===== src/sadc_pkg.sv =====
/*
  Package for the converter sequencer: register offsets, field positions,
  reset values, timing counts, state encoding and the analog-side carrier.
  Assumes a 200 MHz APB clock and one instruction cycle of four clocks.
*/
package sadc_pkg;

  // ****************************************
  // Register map
  // ****************************************
  localparam logic [7:0] OFS_CTRL0 = 8'h00;
  localparam logic [7:0] OFS_REFSEL = 8'h04;
  localparam logic [7:0] OFS_TIMING = 8'h08;
  localparam logic [7:0] OFS_RES_HI = 8'h0C;
  localparam logic [7:0] OFS_RES_LO = 8'h10;
  localparam logic [7:0] OFS_FLAG = 8'h14;
  localparam logic [7:0] RST_CTRL0 = 8'h00;
  localparam logic [7:0] RST_REFSEL = 8'h00;
  localparam logic [7:0] RST_TIMING = 8'h00;
  localparam logic [7:0] MASK_CTRL0 = 8'h3D;
  localparam logic [7:0] MASK_REFSEL = 8'h0F;
  localparam logic [7:0] MASK_TIMING = 8'hBF;

  // ****************************************
  // Field positions
  // ****************************************
  localparam int EN_BIT = 0;
  localparam int GO_BIT = 1;
  localparam int CHS_LSB = 2;
  localparam int PREF_LSB = 2;
  localparam int NREF_LSB = 0;
  localparam int FMT_BIT = 7;
  localparam int ACQ_LSB = 3;
  localparam int CLKSEL_LSB = 0;
  localparam logic [3:0] CHS_FIRST = 4'h3;
  localparam logic [3:0] CHS_LAST = 4'hB;
  localparam logic [3:0] CHS_DAC = 4'hE;
  localparam logic [3:0] CHS_FVR = 4'hF;

  // ****************************************
  // Timing
  // ****************************************
  localparam int CLK_HZ = 200_000_000;
  localparam int FRC_HZ = 600_000;
  localparam logic [8:0] FRC_CYC = 9'(CLK_HZ / FRC_HZ);
  localparam logic [2:0] INSTR_CYC = 3'h4;
  localparam logic [4:0] CONV_TAD = 5'h0B;
  localparam logic [4:0] DISCH_TAD = 5'h02;

  typedef enum logic [2:0] {
    ST_IDLE = 3'b000,
    ST_FRCDLY = 3'b001,
    ST_ACQ = 3'b010,
    ST_CONV = 3'b011,
    ST_DISCH = 3'b100
  } sadc_state_type;

  typedef struct packed {
    logic powered;
    logic [3:0] chan;
    logic chan_valid;
    logic [1:0] pref;
    logic [1:0] nref;
    logic hold_connect;
    logic [9:0] trial;
  } sadc_analog_type;

  function automatic logic [4:0] acq_tads(input logic [2:0] code);
    case (code)
      3'h0: acq_tads = 5'h00;
      3'h1: acq_tads = 5'h02;
      3'h2: acq_tads = 5'h04;
      3'h3: acq_tads = 5'h06;
      3'h4: acq_tads = 5'h08;
      3'h5: acq_tads = 5'h0C;
      3'h6: acq_tads = 5'h10;
      default: acq_tads = 5'h14;
    endcase
  endfunction

  function automatic logic [8:0] tad_cycles(input logic [2:0] code);
    case (code)
      3'h0: tad_cycles = 9'h002;
      3'h4: tad_cycles = 9'h004;
      3'h1: tad_cycles = 9'h008;
      3'h5: tad_cycles = 9'h010;
      3'h2: tad_cycles = 9'h020;
      3'h6: tad_cycles = 9'h040;
      default: tad_cycles = FRC_CYC;
    endcase
  endfunction

endpackage


===== src/sadc_sequencer.sv =====
/*
  Successive-approximation converter sequencer with an APB register slave.
  Assumes the comparator answer is synchronous to pclk and settles within
  one converter clock period; the analog array, multiplexer and the
  compare unit that sends the trigger are outside.
*/
`timescale 1ns/1ps

// Summary of operation
// - Compare trigger sets the status bit and pulses a timer clear.
// - Channel field codes 3..11, 14 and 15 route to defined inputs.
// - Writing one to bit 1 starts; hardware clears it when done.
// - Status bit reads one from a start until completion or abort, also while a start waits out the discharge wait.
// - Enable bit clear stops and gates the whole converter.
// - Reserved channel codes connect nothing; result undefined.
// - Positive reference: 00 supply, 01 external pin, 10 fixed reference.
// - Negative reference: 00 ground, 01 external pin.
// - Format bit set gives right justified, clear left justified.
// - Acquisition codes give 0,2,4,6,8,12,16,20 converter clock periods.
// - Hold capacitor stays on the channel until conversion begins.
// - Clock field picks system divide 2..64 or the internal oscillator.
// - Internal oscillator runs at about 600 kHz, free of system clock; the code counts it as FRC_CYC pclk cycles.
// - With the internal oscillator, start waits one instruction cycle.
// - Unimplemented register bits read zero.
// - Completion clears status, sets the flag, loads result bytes.
// - A conversion takes 11 converter clock periods after acquisition.
// - Clearing status mid-conversion aborts and stores a filled partial.
// - Wait 2 converter clock periods before the next acquisition.
module sadc_sequencer (
  input wire logic pclk,
  input wire logic presetn,
  input wire logic psel,
  input wire logic penable,
  input wire logic pwrite,
  input wire logic [7:0] paddr,
  input wire logic [31:0] pwdata,
  output logic [31:0] prdata,
  output logic pready,
  output logic pslverr,
  input wire logic special_trigger,
  input wire logic comp_high,
  output logic timer_clear,
  output logic conv_flag,
  output sadc_pkg::sadc_analog_type analog
);
  import sadc_pkg::*;

  // ****************************************
  // Registers
  // ****************************************
  logic [7:0] ctrl0_r, ctrl0_nxt, refsel_r, refsel_nxt, timing_r, timing_nxt;
  logic go_r, go_nxt, flag_r, flag_nxt, tclr_r, tclr_nxt;
  logic [9:0] res_r, res_nxt, sar_r, sar_nxt;
  logic [31:0] rdat_r, rdat_nxt;
  sadc_state_type state_r, state_nxt;
  logic [4:0] cnt_r, cnt_nxt;
  logic [8:0] div_r, div_nxt;
  logic [3:0] cticks_r, cticks_nxt;
  sadc_analog_type ana_r, ana_nxt;
  logic wr, wr_ctrl0, go_set, go_clr, en, frc, tick, done_w, mapped;
  logic [7:0] res_hi, res_lo;
  logic [3:0] pos;

  assign en = ctrl0_r[EN_BIT];
  assign frc = timing_r[CLKSEL_LSB +: 2] == 2'b11;
  assign wr = psel && penable && pwrite;
  assign wr_ctrl0 = wr && paddr == OFS_CTRL0;
  assign go_set = en && ((wr_ctrl0 && pwdata[GO_BIT]) || special_trigger);
  assign go_clr = wr_ctrl0 && !pwdata[GO_BIT];
  assign mapped = paddr == OFS_CTRL0 || paddr == OFS_REFSEL || paddr == OFS_TIMING ||
                  paddr == OFS_RES_HI || paddr == OFS_RES_LO || paddr == OFS_FLAG;
  assign pready = 1'b1;
  assign pslverr = psel && penable && !mapped;
  assign prdata = rdat_r;
  assign timer_clear = tclr_r;
  assign conv_flag = flag_r;
  assign analog = ana_r;

  // ****************************************
  // Result formatting
  // ****************************************
  always_comb
  begin
    if (timing_r[FMT_BIT])
    begin
      res_hi = {6'h00, res_r[9:8]};
      res_lo = res_r[7:0];
    end
    else
    begin
      res_hi = res_r[9:2];
      res_lo = {res_r[1:0], 6'h00};
    end
  end

  // ****************************************
  // APB registers
  // ****************************************
  always_comb
  begin
    ctrl0_nxt = ctrl0_r;
    refsel_nxt = refsel_r;
    timing_nxt = timing_r;
    flag_nxt = flag_r;
    rdat_nxt = rdat_r;
    tclr_nxt = special_trigger && en;
    if (wr && paddr == OFS_CTRL0)
      ctrl0_nxt = pwdata[7:0] & MASK_CTRL0;
    if (wr && paddr == OFS_REFSEL)
      refsel_nxt = pwdata[7:0] & MASK_REFSEL;
    if (wr && paddr == OFS_TIMING)
      timing_nxt = pwdata[7:0] & MASK_TIMING;
    if (wr && paddr == OFS_FLAG && pwdata[0])
      flag_nxt = 1'b0;
    if (done_w)
      flag_nxt = 1'b1;
    if (psel && !penable)
    begin
      rdat_nxt = 32'h0000_0000;
      case (paddr)
        OFS_CTRL0: rdat_nxt[7:0] = ctrl0_r | {6'h00, go_r, 1'b0};
        OFS_REFSEL: rdat_nxt[7:0] = refsel_r;
        OFS_TIMING: rdat_nxt[7:0] = timing_r;
        OFS_RES_HI: rdat_nxt[7:0] = res_hi;
        OFS_RES_LO: rdat_nxt[7:0] = res_lo;
        OFS_FLAG: rdat_nxt[0] = flag_r;
        default: rdat_nxt = 32'h0000_0000;
      endcase
    end
  end

  always_ff @(posedge pclk or negedge presetn)
  begin
    if (!presetn)
    begin
      ctrl0_r <= RST_CTRL0;
      refsel_r <= RST_REFSEL;
      timing_r <= RST_TIMING;
      flag_r <= 1'b0;
      rdat_r <= 32'h0000_0000;
      tclr_r <= 1'b0;
    end
    else
    begin
      ctrl0_r <= ctrl0_nxt;
      refsel_r <= refsel_nxt;
      timing_r <= timing_nxt;
      flag_r <= flag_nxt;
      rdat_r <= rdat_nxt;
      tclr_r <= tclr_nxt;
    end
  end

  // ****************************************
  // Sequencer
  // ****************************************
  // Divider is held in reset while idle so a disabled converter toggles nothing
  assign tick = div_r == tad_cycles(timing_r[CLKSEL_LSB +: 3]) - 9'h001;
  assign pos = 4'(CONV_TAD - cnt_r[3:0] - 5'h01);
  assign done_w = state_r == ST_CONV && tick && cnt_r == CONV_TAD - 5'h01 && !go_clr;

  always_comb
  begin
    state_nxt = state_r;
    cnt_nxt = cnt_r;
    sar_nxt = sar_r;
    res_nxt = res_r;
    go_nxt = go_r;
    div_nxt = (state_r == ST_IDLE || state_r == ST_FRCDLY || tick) ? 9'h000 : div_r + 9'h001;
    cticks_nxt = (state_r == ST_CONV && tick) ? cticks_r + 4'h1 : cticks_r;
    case (state_r)
      ST_IDLE:
      begin
        cticks_nxt = 4'h0;
        if (go_r && en)
        begin
          sar_nxt = 10'h000;
          if (frc)
          begin
            state_nxt = ST_FRCDLY;
            cnt_nxt = 5'(INSTR_CYC - 3'h1);
          end
          else if (acq_tads(timing_r[ACQ_LSB +: 3]) != 5'h00)
          begin
            state_nxt = ST_ACQ;
            cnt_nxt = acq_tads(timing_r[ACQ_LSB +: 3]);
          end
          else
          begin
            state_nxt = ST_CONV;
            cnt_nxt = 5'h00;
          end
        end
      end
      ST_FRCDLY:
      begin
        cnt_nxt = cnt_r - 5'h01;
        if (cnt_r == 5'h00)
        begin
          cnt_nxt = acq_tads(timing_r[ACQ_LSB +: 3]);
          state_nxt = (cnt_nxt == 5'h00) ? ST_CONV : ST_ACQ;
        end
      end
      ST_ACQ:
        if (tick)
        begin
          cnt_nxt = cnt_r - 5'h01;
          if (cnt_r == 5'h01)
          begin
            state_nxt = ST_CONV;
            cnt_nxt = 5'h00;
          end
        end
      ST_CONV:
        if (tick)
        begin
          // First period samples, the next ten resolve one bit each
          if (cnt_r != 5'h00)
            sar_nxt[pos] = comp_high;
          cnt_nxt = cnt_r + 5'h01;
          if (cnt_r == CONV_TAD - 5'h01)
          begin
            res_nxt = sar_nxt;
            go_nxt = 1'b0;
            state_nxt = ST_DISCH;
            cnt_nxt = DISCH_TAD;
          end
        end
      ST_DISCH:
        if (tick)
        begin
          cnt_nxt = cnt_r - 5'h01;
          if (cnt_r == 5'h01)
            state_nxt = ST_IDLE;
        end
      default:
        state_nxt = ST_IDLE;
    endcase
    // Abort keeps converted bits and copies the last one downward
    if (go_clr && state_r != ST_IDLE && state_r != ST_DISCH)
    begin
      state_nxt = ST_DISCH;
      cnt_nxt = DISCH_TAD;
      if (state_r == ST_CONV && cnt_r > 5'h01)
      begin
        res_nxt = sar_r;
        for (int i = 0; i < 10; i++)
          if (i < 11 - int'(cnt_r))
            res_nxt[i] = sar_r[11 - int'(cnt_r)];
      end
    end
    if (go_clr)
      go_nxt = 1'b0;
    if (go_set)
      go_nxt = 1'b1;
    if (!en)
    begin
      state_nxt = ST_IDLE;
      go_nxt = 1'b0;
    end
    ana_nxt.powered = en;
    ana_nxt.chan = ctrl0_r[CHS_LSB +: 4];
    ana_nxt.chan_valid = (ana_nxt.chan >= CHS_FIRST && ana_nxt.chan <= CHS_LAST) ||
                         ana_nxt.chan == CHS_DAC || ana_nxt.chan == CHS_FVR;
    ana_nxt.pref = refsel_r[PREF_LSB +: 2];
    ana_nxt.nref = refsel_r[NREF_LSB +: 2];
    ana_nxt.hold_connect = en && (state_r == ST_IDLE || state_r == ST_FRCDLY ||
                           state_r == ST_ACQ);
    ana_nxt.trial = sar_r;
    if (state_r == ST_CONV && cnt_r != 5'h00)
      ana_nxt.trial[pos] = 1'b1;
  end

  always_ff @(posedge pclk or negedge presetn)
  begin
    if (!presetn)
    begin
      state_r <= ST_IDLE;
      cnt_r <= 5'h00;
      sar_r <= 10'h000;
      res_r <= 10'h000;
      go_r <= 1'b0;
      div_r <= 9'h000;
      cticks_r <= 4'h0;
      ana_r <= '0;
    end
    else
    begin
      state_r <= state_nxt;
      cnt_r <= cnt_nxt;
      sar_r <= sar_nxt;
      res_r <= res_nxt;
      go_r <= go_nxt;
      div_r <= div_nxt;
      cticks_r <= cticks_nxt;
      ana_r <= ana_nxt;
    end
  end
endmodule // sadc_sequencer


===== config.mk =====
export PLATFORM = sky130hd
export DESIGN_NAME = sadc_sequencer
export DESIGN_NICKNAME = d
export VERILOG_FILES = /design/src/sadc_pkg.sv /design/src/sadc_sequencer.sv
export SDC_FILE = /design/constraint.sdc
export NUM_CORES = 1
export LEC_CHECK = 0
export BUFFER_PORTS_ARGS = -buffer_cell sky130_fd_sc_hd__buf_2
export CORE_MARGIN = 2
export CORE_UTILIZATION = 35
export CTS_BUF_LIST = sky130_fd_sc_hd__clkbuf_8
export DETAILED_ROUTE_END_ITERATION = 16
export PLACE_DENSITY = 0.62
export SYNTH_ARGS = -nofsm -noshare
export SYNTH_HDL_FRONTEND = slang
export SYNTH_SLANG_ARGS = --single-unit

===== constraint.sdc =====
create_clock -name pclk -period 4.84 [get_ports pclk]
set_input_delay 0 -clock pclk [delete_from_list [all_inputs] [get_ports pclk]]
set_output_delay 0 -clock pclk [all_outputs]
set_load 0.02 [all_outputs]

======== After elaboration in Yosys (flattened, before gate mapping) ========
Cells that the tools add are included.
storage, ports and cells
  bits in registers ....................... 85
  bits of input ports ..................... 47
  output and inout port bits .............. 57
operators by class
  add/subtract/negate cells ............... 7
  reduce and logical (&&, ||, !) cells .... 55
  mux-type cells .......................... 71
  eq/ne operators ......................... 44
  order comparisons ....................... 16
  bitwise logic cells ..................... 2
operators with widths
  kind                                                count
  2-to-1 mux 10 bit                                   9
  2-to-1 mux 5 bit                                    15
  case mux 9 bit (6 select lines)                     1
  case mux 5 bit (7 select lines)                     1
  case mux 7 bit (5 select lines)                     1
  != test 4 bit (second input constant)               8
  2-to-1 mux 3 bit                                    10
  case mux 5 bit (5 select lines)                     1
  logical AND 1 bit                                   24
  < comparator 4 x 6 -> 1 bit (first input constant)  4
  2-to-1 mux 1 bit                                    23
  == test 3 bit (second input constant)               7
  case mux 10 bit (2 select lines)                    1
  == test 8 x 4 -> 1 bit (second input constant)      2
  == test 8 x 5 -> 1 bit (second input constant)      2
  2-to-1 mux 8 bit                                    2
  == test 3 x 2 -> 1 bit (second input constant)      5
  != test 3 bit (second input constant)               5
  case mux 3 bit (5 select lines)                     1
  < comparator 3 x 6 -> 1 bit (first input constant)  2
  < comparator 5 x 6 -> 1 bit (first input constant)  2
  != test 4 x 1 -> 1 bit (second input constant)      3
  logical OR 1 bit                                    11
  bitwise mux 10 bit                                  1
  other kinds (41)                                    54

======== Longest topological paths before layout ========
Gate-level depths: netlist (run 1).
  word-level depth ........................ 13
  mapped depth ............................ 11
  mapped depth without buffers ............ 9

======== Least setup slack after synthesis (run 1) ========
Ideal clock, no wire load.
  path type ............................... reg-to-reg
  start point ............................. register cnt_r[0]
  end point ............................... register res_r[4]
  slack ................................... 2.463 ns
  arrival ................................. 2.242 ns
  setup time .............................. 0.135 ns
  stages on the path, launching flop included .. 11
  path buffers ............................ 2
  cell sequence ........................... dfrtp_1 > clkbuf_1 > inv_1 > ha_1 > nand3b_1 > clkbuf_1 > nand2_1 > nor2_1 > mux2_2 > mux2i_1 > o21ai_0
between the ends
  cells in the longest elaborated chain, start to end .. 13
RTL lines
  element                                                                                                          line                   RTL
  start: declaration                                                                                               sadc_sequencer.sv:56   logic [4:0] cnt_r, cnt_nxt;
  start signal: assignment                                                                                         sadc_sequencer.sv:290  cnt_r <= cnt_nxt;
  subtractor 4 bit                                                                                                 sadc_sequencer.sv:159  assign pos = 4'(CONV_TAD - cnt_r[3:0] - 5'h01);
  subtractor 4 x 1 -> 4 bit                                                                                        sadc_sequencer.sv:159
  < comparator 4 x 5 -> 1 bit (not written as such) or greater-or-equal comparator 4 x 1 -> 1 bit (tied branches)  sadc_sequencer.sv:219  sar_nxt[pos] = comp_high;
  logical AND 1 bit (not written as such)                                                                          sadc_sequencer.sv:219
  2-to-1 mux 1 bit (not written as such)                                                                           sadc_sequencer.sv:219
  demux 1 bit (select 4 bit)                                                                                       sadc_sequencer.sv:219
  bitwise mux 10 bit                                                                                               sadc_sequencer.sv:219
  2-to-1 mux 10 bit                                                                                                sadc_sequencer.sv:218  if (cnt_r != 5'h00)
  2-to-1 mux 10 bit                                                                                                sadc_sequencer.sv:221  if (cnt_r == CONV_TAD - 5'h01)
  2-to-1 mux 10 bit                                                                                                sadc_sequencer.sv:215  if (tick)
  2-to-1 mux 10 bit                                                                                                sadc_sequencer.sv:171  case (state_r)
  2-to-1 mux 10 bit                                                                                                sadc_sequencer.sv:244  if (state_r == ST_CONV && cnt_r > 5'h01)
  2-to-1 mux 10 bit *                                                                                              sadc_sequencer.sv:240  if (go_clr && state_r != ST_IDLE && state_r != ST_DISCH)
  net res_nxt[4]                                                                                                   sadc_sequencer.sv:53   logic [9:0] res_r, res_nxt, sar_r, sar_nxt;
  end signal: assignment                                                                                           sadc_sequencer.sv:292  res_r <= res_nxt;
  end: declaration                                                                                                 sadc_sequencer.sv:53
Mark *: on every way through the listed nets, which the timed path passes. The rest lies on a longest branch. The select of a mux whose other input is x is not followed.
A chain may end at the register's enable or synchronous reset.

======== Final worst setup path (run 1) ========
  start point ............................. register cnt_r[2]
  end point ............................... register cnt_r[2]
between the ends
  cells in the longest elaborated chain, start to end .. 5
RTL lines
  element                                             line                                          RTL
  adder 5 x 1 -> 5 bit, or another cell as far along  sadc_sequencer.sv:220                         cnt_nxt = cnt_r + 5'h01;
  2-to-1 mux 5 bit, on equally long branches          sadc_sequencer.sv:221, sadc_sequencer.sv:208
  2-to-1 mux 5 bit, on equally long branches          sadc_sequencer.sv:215, sadc_sequencer.sv:205
  case mux 5 bit (5 select lines) *                   sadc_sequencer.sv:171
  2-to-1 mux 5 bit *                                  sadc_sequencer.sv:240
Mark *: on every way between the ends. The rest lies on a longest branch, timed or not. The select of a mux whose other input is x is not followed.

==> results.md, run 1 <==
- Run status: completed
- Delay of the slowest critical-path stage: 0.59 ns
- I/O pins: 104
- Worst-path fanout max: 16
- Hold Fails Final Rpt: 0
- GRT Overall Usage: 16.9%
- Drt first pass iters: 5
- Mapped Cells: 547
- Sw Pwr: 352 uW
- Die width: 126 um
- Post-synthesis sequential area ratio: about 41%
- Reg area: 2130 um^2
- Area of the multi-input gates: 2780 um^2
- Switching share of power: 25.4%
- XOR/XNOR share of the synthesized area: 2.03%
- FFs w/ async S/R, synth: 100%
- Largest net degree at the start of global routing: 67
- Top FF cell, synth: dfrtp_1
- Mux cell area share after synthesis: 10.4%
- Drc violations: 0
- Post-synthesis simple-gate area fraction: between 10% and 20%
- Clock slew at reported path FFs: 0.10 ns
- Final core utilization: 40.1%
- Combinational family with the most area after synthesis: compound AO/OA/AOI/OAI gates
- Post_cts resized: 0
- Maximum root-to-sink buffer count: 2
- # fillers: 1444
- CTS tree: done
- Postcts setup bufs: 0
- # rows: 44
- Mean routed wirelength per cell: between 15 and 20 um
- Critical Path Most Common Cell: a22o_1
- Layout cells sized above 1: 17.6%
- CTS Buf Count: 9
- Most frequent cells in the layout: dfrtp_1, buf_2, o21ai_0
- Post-Synthesis Cell Area: 5170 um^2
- # diodes: 0
- Initial Utilization: 35.7%
- Synthesis-to-finish area growth: 12.4%
- Layout Nets: 659
- Post-Route WL: 13300 um
- Hold buffer count at cts: 9
- Max-slew headroom: 33.8%
- Core ar.: 14500 um^2
- Setup TNS: 0 ns
- PortBufs: 53
- Setup slack after layout: 1.88 ns
- Vias after detailed routing: 4352
- Post-Synth Adder-Cell Area: roughly 3.4%
- Comb power frac: roughly 5.9%
- Total grt overflow: 0
- Die H: between 100 and 150 um
- Pwr dens: around 240 nW/um^2
- Iter 0 DRT Violations: 440
- Final critical-path required period: 2.96 ns
- CP required: 5.11 ns
- Pins Over Slew Limit: 0
- Post-route ant nets: 0
- Clock Latency Late Sink: 0.37 ns
- Clk_skew: 0.0107 ns
- DIE AREA: 15800 um^2
- Initial antenna violation count: 0
- Placement Setup Slack: 1.92 ns
- Setup violators final: 0
- Worst Setup End Kind: flip-flop
- Synth Area in Compound Gates: 20.2%
- Vias per inst: ~5.5
- Fmax: 0.337 GHz
- Slew at the pin closest to its max-slew limit: 0.983 ns
- Hpwl dp: 9830 um
- Leak: 0.00270 uW
- Vias in the first global route: 4170
- Startpoint class of the critical path: flip-flop
- Avg Cell Area, Syn: about 9.4 um^2
- Clk sinks: 85
- Clock root buffer: clkbuf_8
- Number of synthesized flops with an enable pin: 0
- RSZ-0062 raised after global routing: false
- Period utilisation layout: 61.2%
- Worst Setup Path Type: flip-flop to flip-flop
- HP Class: input port to async pin
- First-pass GRT wire length: roughly 22000 um
- Clock H-tree levels: 3
- Worst endpoint data arrival time: 3.23 ns
- Pint: 1040 uW
- Distinct cells, synth: 64
- Clock power share: between 40% and 50%
- Leading cell type in the layout, fill and taps excluded: dfrtp_1
- VDD IR-drop max: about 120 uV
- Max-Cap Viols: 0
- Seq pwr share: 51.8%
- Critical-path cell list: inv_1 -> ha_1 -> nand3b_1 -> a32o_1 -> a31o_2 -> a22o_1 -> a21oi_1 -> o21ai_0 -> a22o_1
- #FFs+latches synth: 85
- GPL Wtd Cong: 0.925
- Synth warn: 0
- Slowest CP cell: dfrtp_1
[cells in the mapped netlist (2+ instances only)]
master / instances / area (um^2)
nand3_1: 16 / 80.1
and2_1: 6 / 37.5
o21ai_0: 50 / 250
or3_1: 3 / 18.8
clkbuf_1: 16 / 60.1
conb_1: 2 / 7.51
nor2_1: 35 / 131
a222oi_1: 2 / 20.0
nor4_1: 3 / 18.8
o211ai_1: 6 / 45.0
and3b_1: 2 / 17.5
mux2_2: 24 / 270
dfrtp_1: 85 / 2130
o22ai_1: 3 / 18.8
ha_1: 14 / 175
o311ai_0: 3 / 26.3
and3_1: 5 / 31.3
a22oi_1: 6 / 45.0
a21o_1: 13 / 97.6
nand2b_1: 9 / 56.3
nor4_2: 2 / 25.0
a21oi_1: 27 / 135
a211oi_1: 4 / 30.0
nand2_1: 47 / 176
xor2_1: 6 / 52.6
nand4_1: 3 / 18.8
mux2i_1: 20 / 200
a31oi_1: 10 / 62.6
buf_1: 3 / 11.3
o2bb2ai_1: 2 / 17.5
nor3_1: 12 / 60.1
a221oi_1: 4 / 35.0
o21bai_1: 3 / 22.5
xnor2_1: 6 / 52.6
nor2b_1: 7 / 43.8
buf_2: 2 / 10.0
inv_1: 17 / 63.8
mux4_2: 3 / 67.6
buf_4: 26 / 195
nand3b_1: 4 / 30.0
a22o_1: 11 / 96.3
a32o_1: 2 / 20.0
o21a_1: 2 / 15.0
[worst paths after layout]
check | start | endpoint | slack (ns) | cells after the start
max in group asynchronous | presetn | state_r[1]$_DFFE_PN0P_ | 3.71 | 3
worst max-delay path | cnt_r[2]$_DFFE_PN0P_ | cnt_r[2]$_DFFE_PN0P_ | 1.88 | 9
worst min-delay path | presetn | analog[1]$_DFF_PN0_ | 0.03 | 2
min in group pclk | penable | prdata[7]$_DFFE_PN0P_ | 0.06 | 3
worst min register to register | refsel_r[1]$_DFFE_PN0P_ | analog[12]$_DFF_PN0_ | 0.42 | 0
worst max register to register | cnt_r[2]$_DFFE_PN0P_ | cnt_r[2]$_DFFE_PN0P_ | 1.88 | 9
[cell type report]
type,instances,area share [%]
multi-input combinational,420,47.9
sequential,85,36.6
timing repair buffer,64,6.42
tap,184,3.96
clock buffer,9,2.13
clock inverter,7,1.81
inverter,18,1.16
[per-stage QoR]
step           power (uW)  instances  area (um^2)  hold WS (ns)
6_report             1390        787         5810        0.0303
5_1_grt              1440        787         5810        0.0546
4_1_cts              1400        787         5810        0.0284
3_5_place_dp          809        762         5490        -0.110
3_3_place_gp          807        762         5490        -0.115
2_1_floorplan         790        570         5260        -0.296
[cells by family (layout without fill, tap and decap cells)]
family | count (synthesis) | count (layout)
adder cells (fa/ha/maj) | 14 | 14
other | 2 | 25
XOR/XNOR | 12 | 12
buffers and inverters | 65 | 98
AND/OR/NAND/NOR | 162 | 162
multiplexers | 47 | 47
flip-flops | 85 | 85
AO/OA/AOI/OAI | 160 | 160
[worst max-delay path: cells and delay by family (launching register included)]
family,cells,cell delay [ns]
AO/OA/AOI/OAI,6,1.29
flip-flops,1,0.59
AND/OR/NAND/NOR,1,0.37
buffers and inverters,1,0.32
adder cells (fa/ha/maj),1,0.26
[power groups by stage]
stage               Combinational [uW]  Sequential [uW]  Clock [uW]
floorplan                         57.7              732           0
global placement                  74.8              733           0
detailed placement                76.2              733           0
CTS                               82.0              719         603
global route                      89.8              720         629
finish                            81.4              719         588
[state kept, by name (all words and copies together), names as in the netlist]
name and count:
state_r 3, res_r 10, analog 21, prdata 8, div_r 9, sar_r 10
conv_flag 1, ctrl0_r 5, cnt_r 5, timer_clear 1, refsel_r 4, timing_r 7
go_r 1
[per-layer routing]
layer  routed length [um]  vias up  global-route usage, %
li1                     -     2045                      -
met1                 5900     2140                   22.1
met2                 6440      143                   28.3
met3                  687       24                   2.78
met4                  290        0                   6.08
met5                    0        -                      0
Power figures use the tool's default switching activity.
==> run 2: changes to the inputs <==
--- a/config.mk
+++ b/config.mk
@@ -5,12 +5,13 @@
 export SDC_FILE = /design/constraint.sdc
 export NUM_CORES = 1
 export LEC_CHECK = 0
+export ABC_AREA = 1
 export BUFFER_PORTS_ARGS = -buffer_cell sky130_fd_sc_hd__buf_2
 export CORE_MARGIN = 2
 export CORE_UTILIZATION = 35
 export CTS_BUF_LIST = sky130_fd_sc_hd__clkbuf_8
 export DETAILED_ROUTE_END_ITERATION = 16
-export PLACE_DENSITY = 0.62
+export PLACE_DENSITY = 0.64
 export SYNTH_ARGS = -nofsm -noshare
 export SYNTH_HDL_FRONTEND = slang
 export SYNTH_SLANG_ARGS = --single-unit
==> constraint.sdc (replaced) <==
create_clock -name pclk -period 2.55 [get_ports pclk]
set_input_delay 0 -clock pclk [delete_from_list [all_inputs] [get_ports pclk]]
set_output_delay 0 -clock pclk [all_outputs]
set_load 0.02 [all_outputs]
==> results.md, run 2 <==
- Pins Over Slew Limit: 0
- Clk_skew: 0.0132 ns
- Reg2Reg Launch Point: cnt_r[1]$_DFFE_PN0P_
- Total grt overflow: 0
- Core ar.: 15300 um^2
- Hold Path Cell Cnt: 5
- Hold Fails Final Rpt: 0
- Min-delay src: paddr[7]
- Max-slew headroom: 57.3%
- Pwr dens: 417 nW/um^2
- Post_cts resized: 0
- Max-Cap Viols: 0
- Post-synth top area share: roughly two fifths
- Setup violators final: 0
- Ranking of synthesized cells by area: dfrtp_1, nand2_1, nand3_1
- Startpoint class of the critical path: flip-flop
- Leak: 0.00326 uW
- GRT Overall Usage: 17.3%
- Period utilisation layout: a little under nine tenths
- Drt first pass iters: 5
- Hpwl dp: around 11000 um
- Leading area contributor after synthesis: dfrtp_1
- #FFs+latches synth: 85
- Top FF cell, synth: dfrtp_1
- CTS tree: done
- Worst Setup End Kind: flip-flop
- Number of buffers and inverters on the critical path: 3
- GPL Wtd Cong: 0.886
- Setup slack after layout: 0.376 ns
- FF-to-FF path depth: 13
- Worst Setup Path Type: flip-flop to flip-flop
- Max FFs per register: 21
- WL met1: 6630 um
- Register-to-register setup slack: 0.38 ns
- Postcts setup bufs: 0
- Vias after detailed routing: 5061
- First-pass GRT wire length: 23000 um
- Drc violations: 0
- # diodes: 0
- Critical-path cell list: inv_1 -> ha_1 -> nand2_1 -> nor2_1 -> inv_2 -> nand2_1 -> inv_1 -> nand2_1 -> nand3_1 -> nor2_2 -> nand2_1 -> nand3_1 -> nand2_1
- Post-Synthesis Cell Area: 5500 um^2
- Clock Latency Late Sink: between 0.3 and 0.4 ns
- Layout Nets: 889
- Layout cells sized above 1: between 10% and 20%
- Critical Path Most Common Cell: nand2_1
- Most frequent cells in the layout: nand2_1, inv_1, dfrtp_1
- Met2 wire length: 6570 um
- Slowest CP cell: dfrtp_1
- Maximum root-to-sink buffer count: 2
- Mapped Cells: between 700 and 800
- Avg Cell Area, Syn: 7.26 um^2
- PortBufs: 53
- Delay of the slowest critical-path stage: 0.45 ns
- Top-count cell post-synth: nand2_1
- Iter 0 DRT Violations: 377
- Synth warn: 0
- Slew at the pin closest to its max-slew limit: about 0.64 ns
- Run status: completed
- Met3 layer wire length in the routed design: around 800 um
- Critical path's top delay family: simple AND/OR/NAND/NOR gates
- Clk sinks: 85
- Placement Setup Slack: roughly 0.41 ns
- Hold Crit Endpoint: conv_flag$_DFFE_PN0P_
- Reg area: 2130 um^2
- Hold WS: 0.0228 ns
- Vias per inst: 4.85
- CTS Buf Count: 9
- Number of synthesized flops with an enable pin: 0
- Synthesis-to-finish area growth: 13.6%
- Clock slew at reported path FFs: around 0.1 ns
- Post-route ant nets: 0
- Initial Utilization: a little over a third
- Clock H-tree levels: 3
- Initial antenna violation count: 0
- Largest net degree at the start of global routing: 49
- Worst endpoint data arrival time: roughly 2.5 ns
- CP required: ~2.8 ns
- Die width: 129 um
- Clock root buffer: clkbuf_8
- FFs w/ async S/R, synth: 100%
- Vias in the first global route: between 4000 and 5000
- # rows: between 40 and 50
- Die H: 129 um
- Final critical-path required period: 2.17 ns
- Worst-path fanout max: 19
- # fillers: 1604
- Post-synthesis sequential area ratio: 38.7%
- RSZ-0062 raised after global routing: false
- Leading cell type in the layout, fill and taps excluded: nand2_1
- Area of the multi-input gates: 2820 um^2
- Top post-synthesis cells by count: nand2_1, inv_1, dfrtp_1
- I/O pins: 104
- Distinct cells, synth: 42
- VDD IR-drop max: around 220 uV
- Highest metal layer with signal wires: met4
- Setup TNS: 0 ns
- Fmax: ~0.46 GHz
- DIE AREA: approximately 17000 um^2
- Mean routed wirelength per cell: 13.6 um
- HP Class: input port to flip-flop
- Post-Route WL: 14200 um
- Worst reg2reg endpoint: state_r[2]$_DFFE_PN0P_
## run 2: cell type report
type	count	area share, %
clock buffers	9	1.98
repair buffers	74	7.25
clock inverters	7	1.40
inverters	99	5.94
well taps	211	4.22
multi-input cells	559	45.2
flip-flops and latches	85	34.0
## run 2: repair_timing
action                                  CTS  global route
endpoints found under the hold margin    67             0
endpoints found under the setup margin    0             0
hold buffers                             11             0
## run 2: how the worst max path moves through the flow
stage / cells after the start / slack [ns] / end / startpoint
2_1_floorplan: 14 / 0.63 / state_r[0]$_DFFE_PN0P_ / cnt_r[1]$_DFFE_PN0P_
3_3_place_gp: 13 / 0.46 / state_r[2]$_DFFE_PN0P_ / cnt_r[1]$_DFFE_PN0P_
3_5_place_dp: 13 / 0.41 / state_r[0]$_DFFE_PN0P_ / cnt_r[1]$_DFFE_PN0P_
4_1_cts: 13 / 0.41 / state_r[2]$_DFFE_PN0P_ / cnt_r[1]$_DFFE_PN0P_
5_1_grt: 13 / 0.14 / state_r[0]$_DFFE_PN0P_ / cnt_r[1]$_DFFE_PN0P_
6_report: 13 / 0.38 / state_r[2]$_DFFE_PN0P_ / cnt_r[1]$_DFFE_PN0P_
## run 2: cells by family (layout without fill, tap and decap cells)
family                     after synthesis  in the layout  synth area share, %
AOI/OAI and AO/OA                      102            102                 10.6
xor gates and xnor gates                 6              6                 1.09
adders and majority gates               14             14                 3.18
buffers and inverters                  137            189                 11.6
DFF                                     85             85                 38.7
other                                    2             25                0.137
and+or+nand+nor                        412            412                 34.8
## run 2: routing by layer
metal | GRT usage, % | vias to the layer above
met2 | 28.6 | 154
met4 | 5.50 | 0
met1 | 23.4 | 2340
met5 | 0 | -
met3 | 2.77 | 17
li1 | - | 2550
## run 2: power by group
group          switching, uW  internal [uW]  total [uW]
clock network            575            481        1060
logic                    129           49.8         179
registers               10.2           1360        1370
## run 2: stage by stage
step | utilization (%) | cell area [um^2] | cells | total power [uW]
2_1_floorplan | - | 5590 | 781 | 1520
5_1_grt | 41.0 | 6250 | 1044 | 2710
6_report | 41.0 | 6250 | 1044 | 2610
3_3_place_gp | 38.9 | 5930 | 1017 | 1560
4_1_cts | 41.0 | 6250 | 1044 | 2630
3_5_place_dp | 38.9 | 5930 | 1017 | 1560
## run 2: worst min-delay path, delay by kind of cell
kind,cells,cell delay (ns)
AND/OR/NAND/NOR,3,0.20
buffers and inverters,1,0.10
AO/OA/AOI/OAI,1,0.06
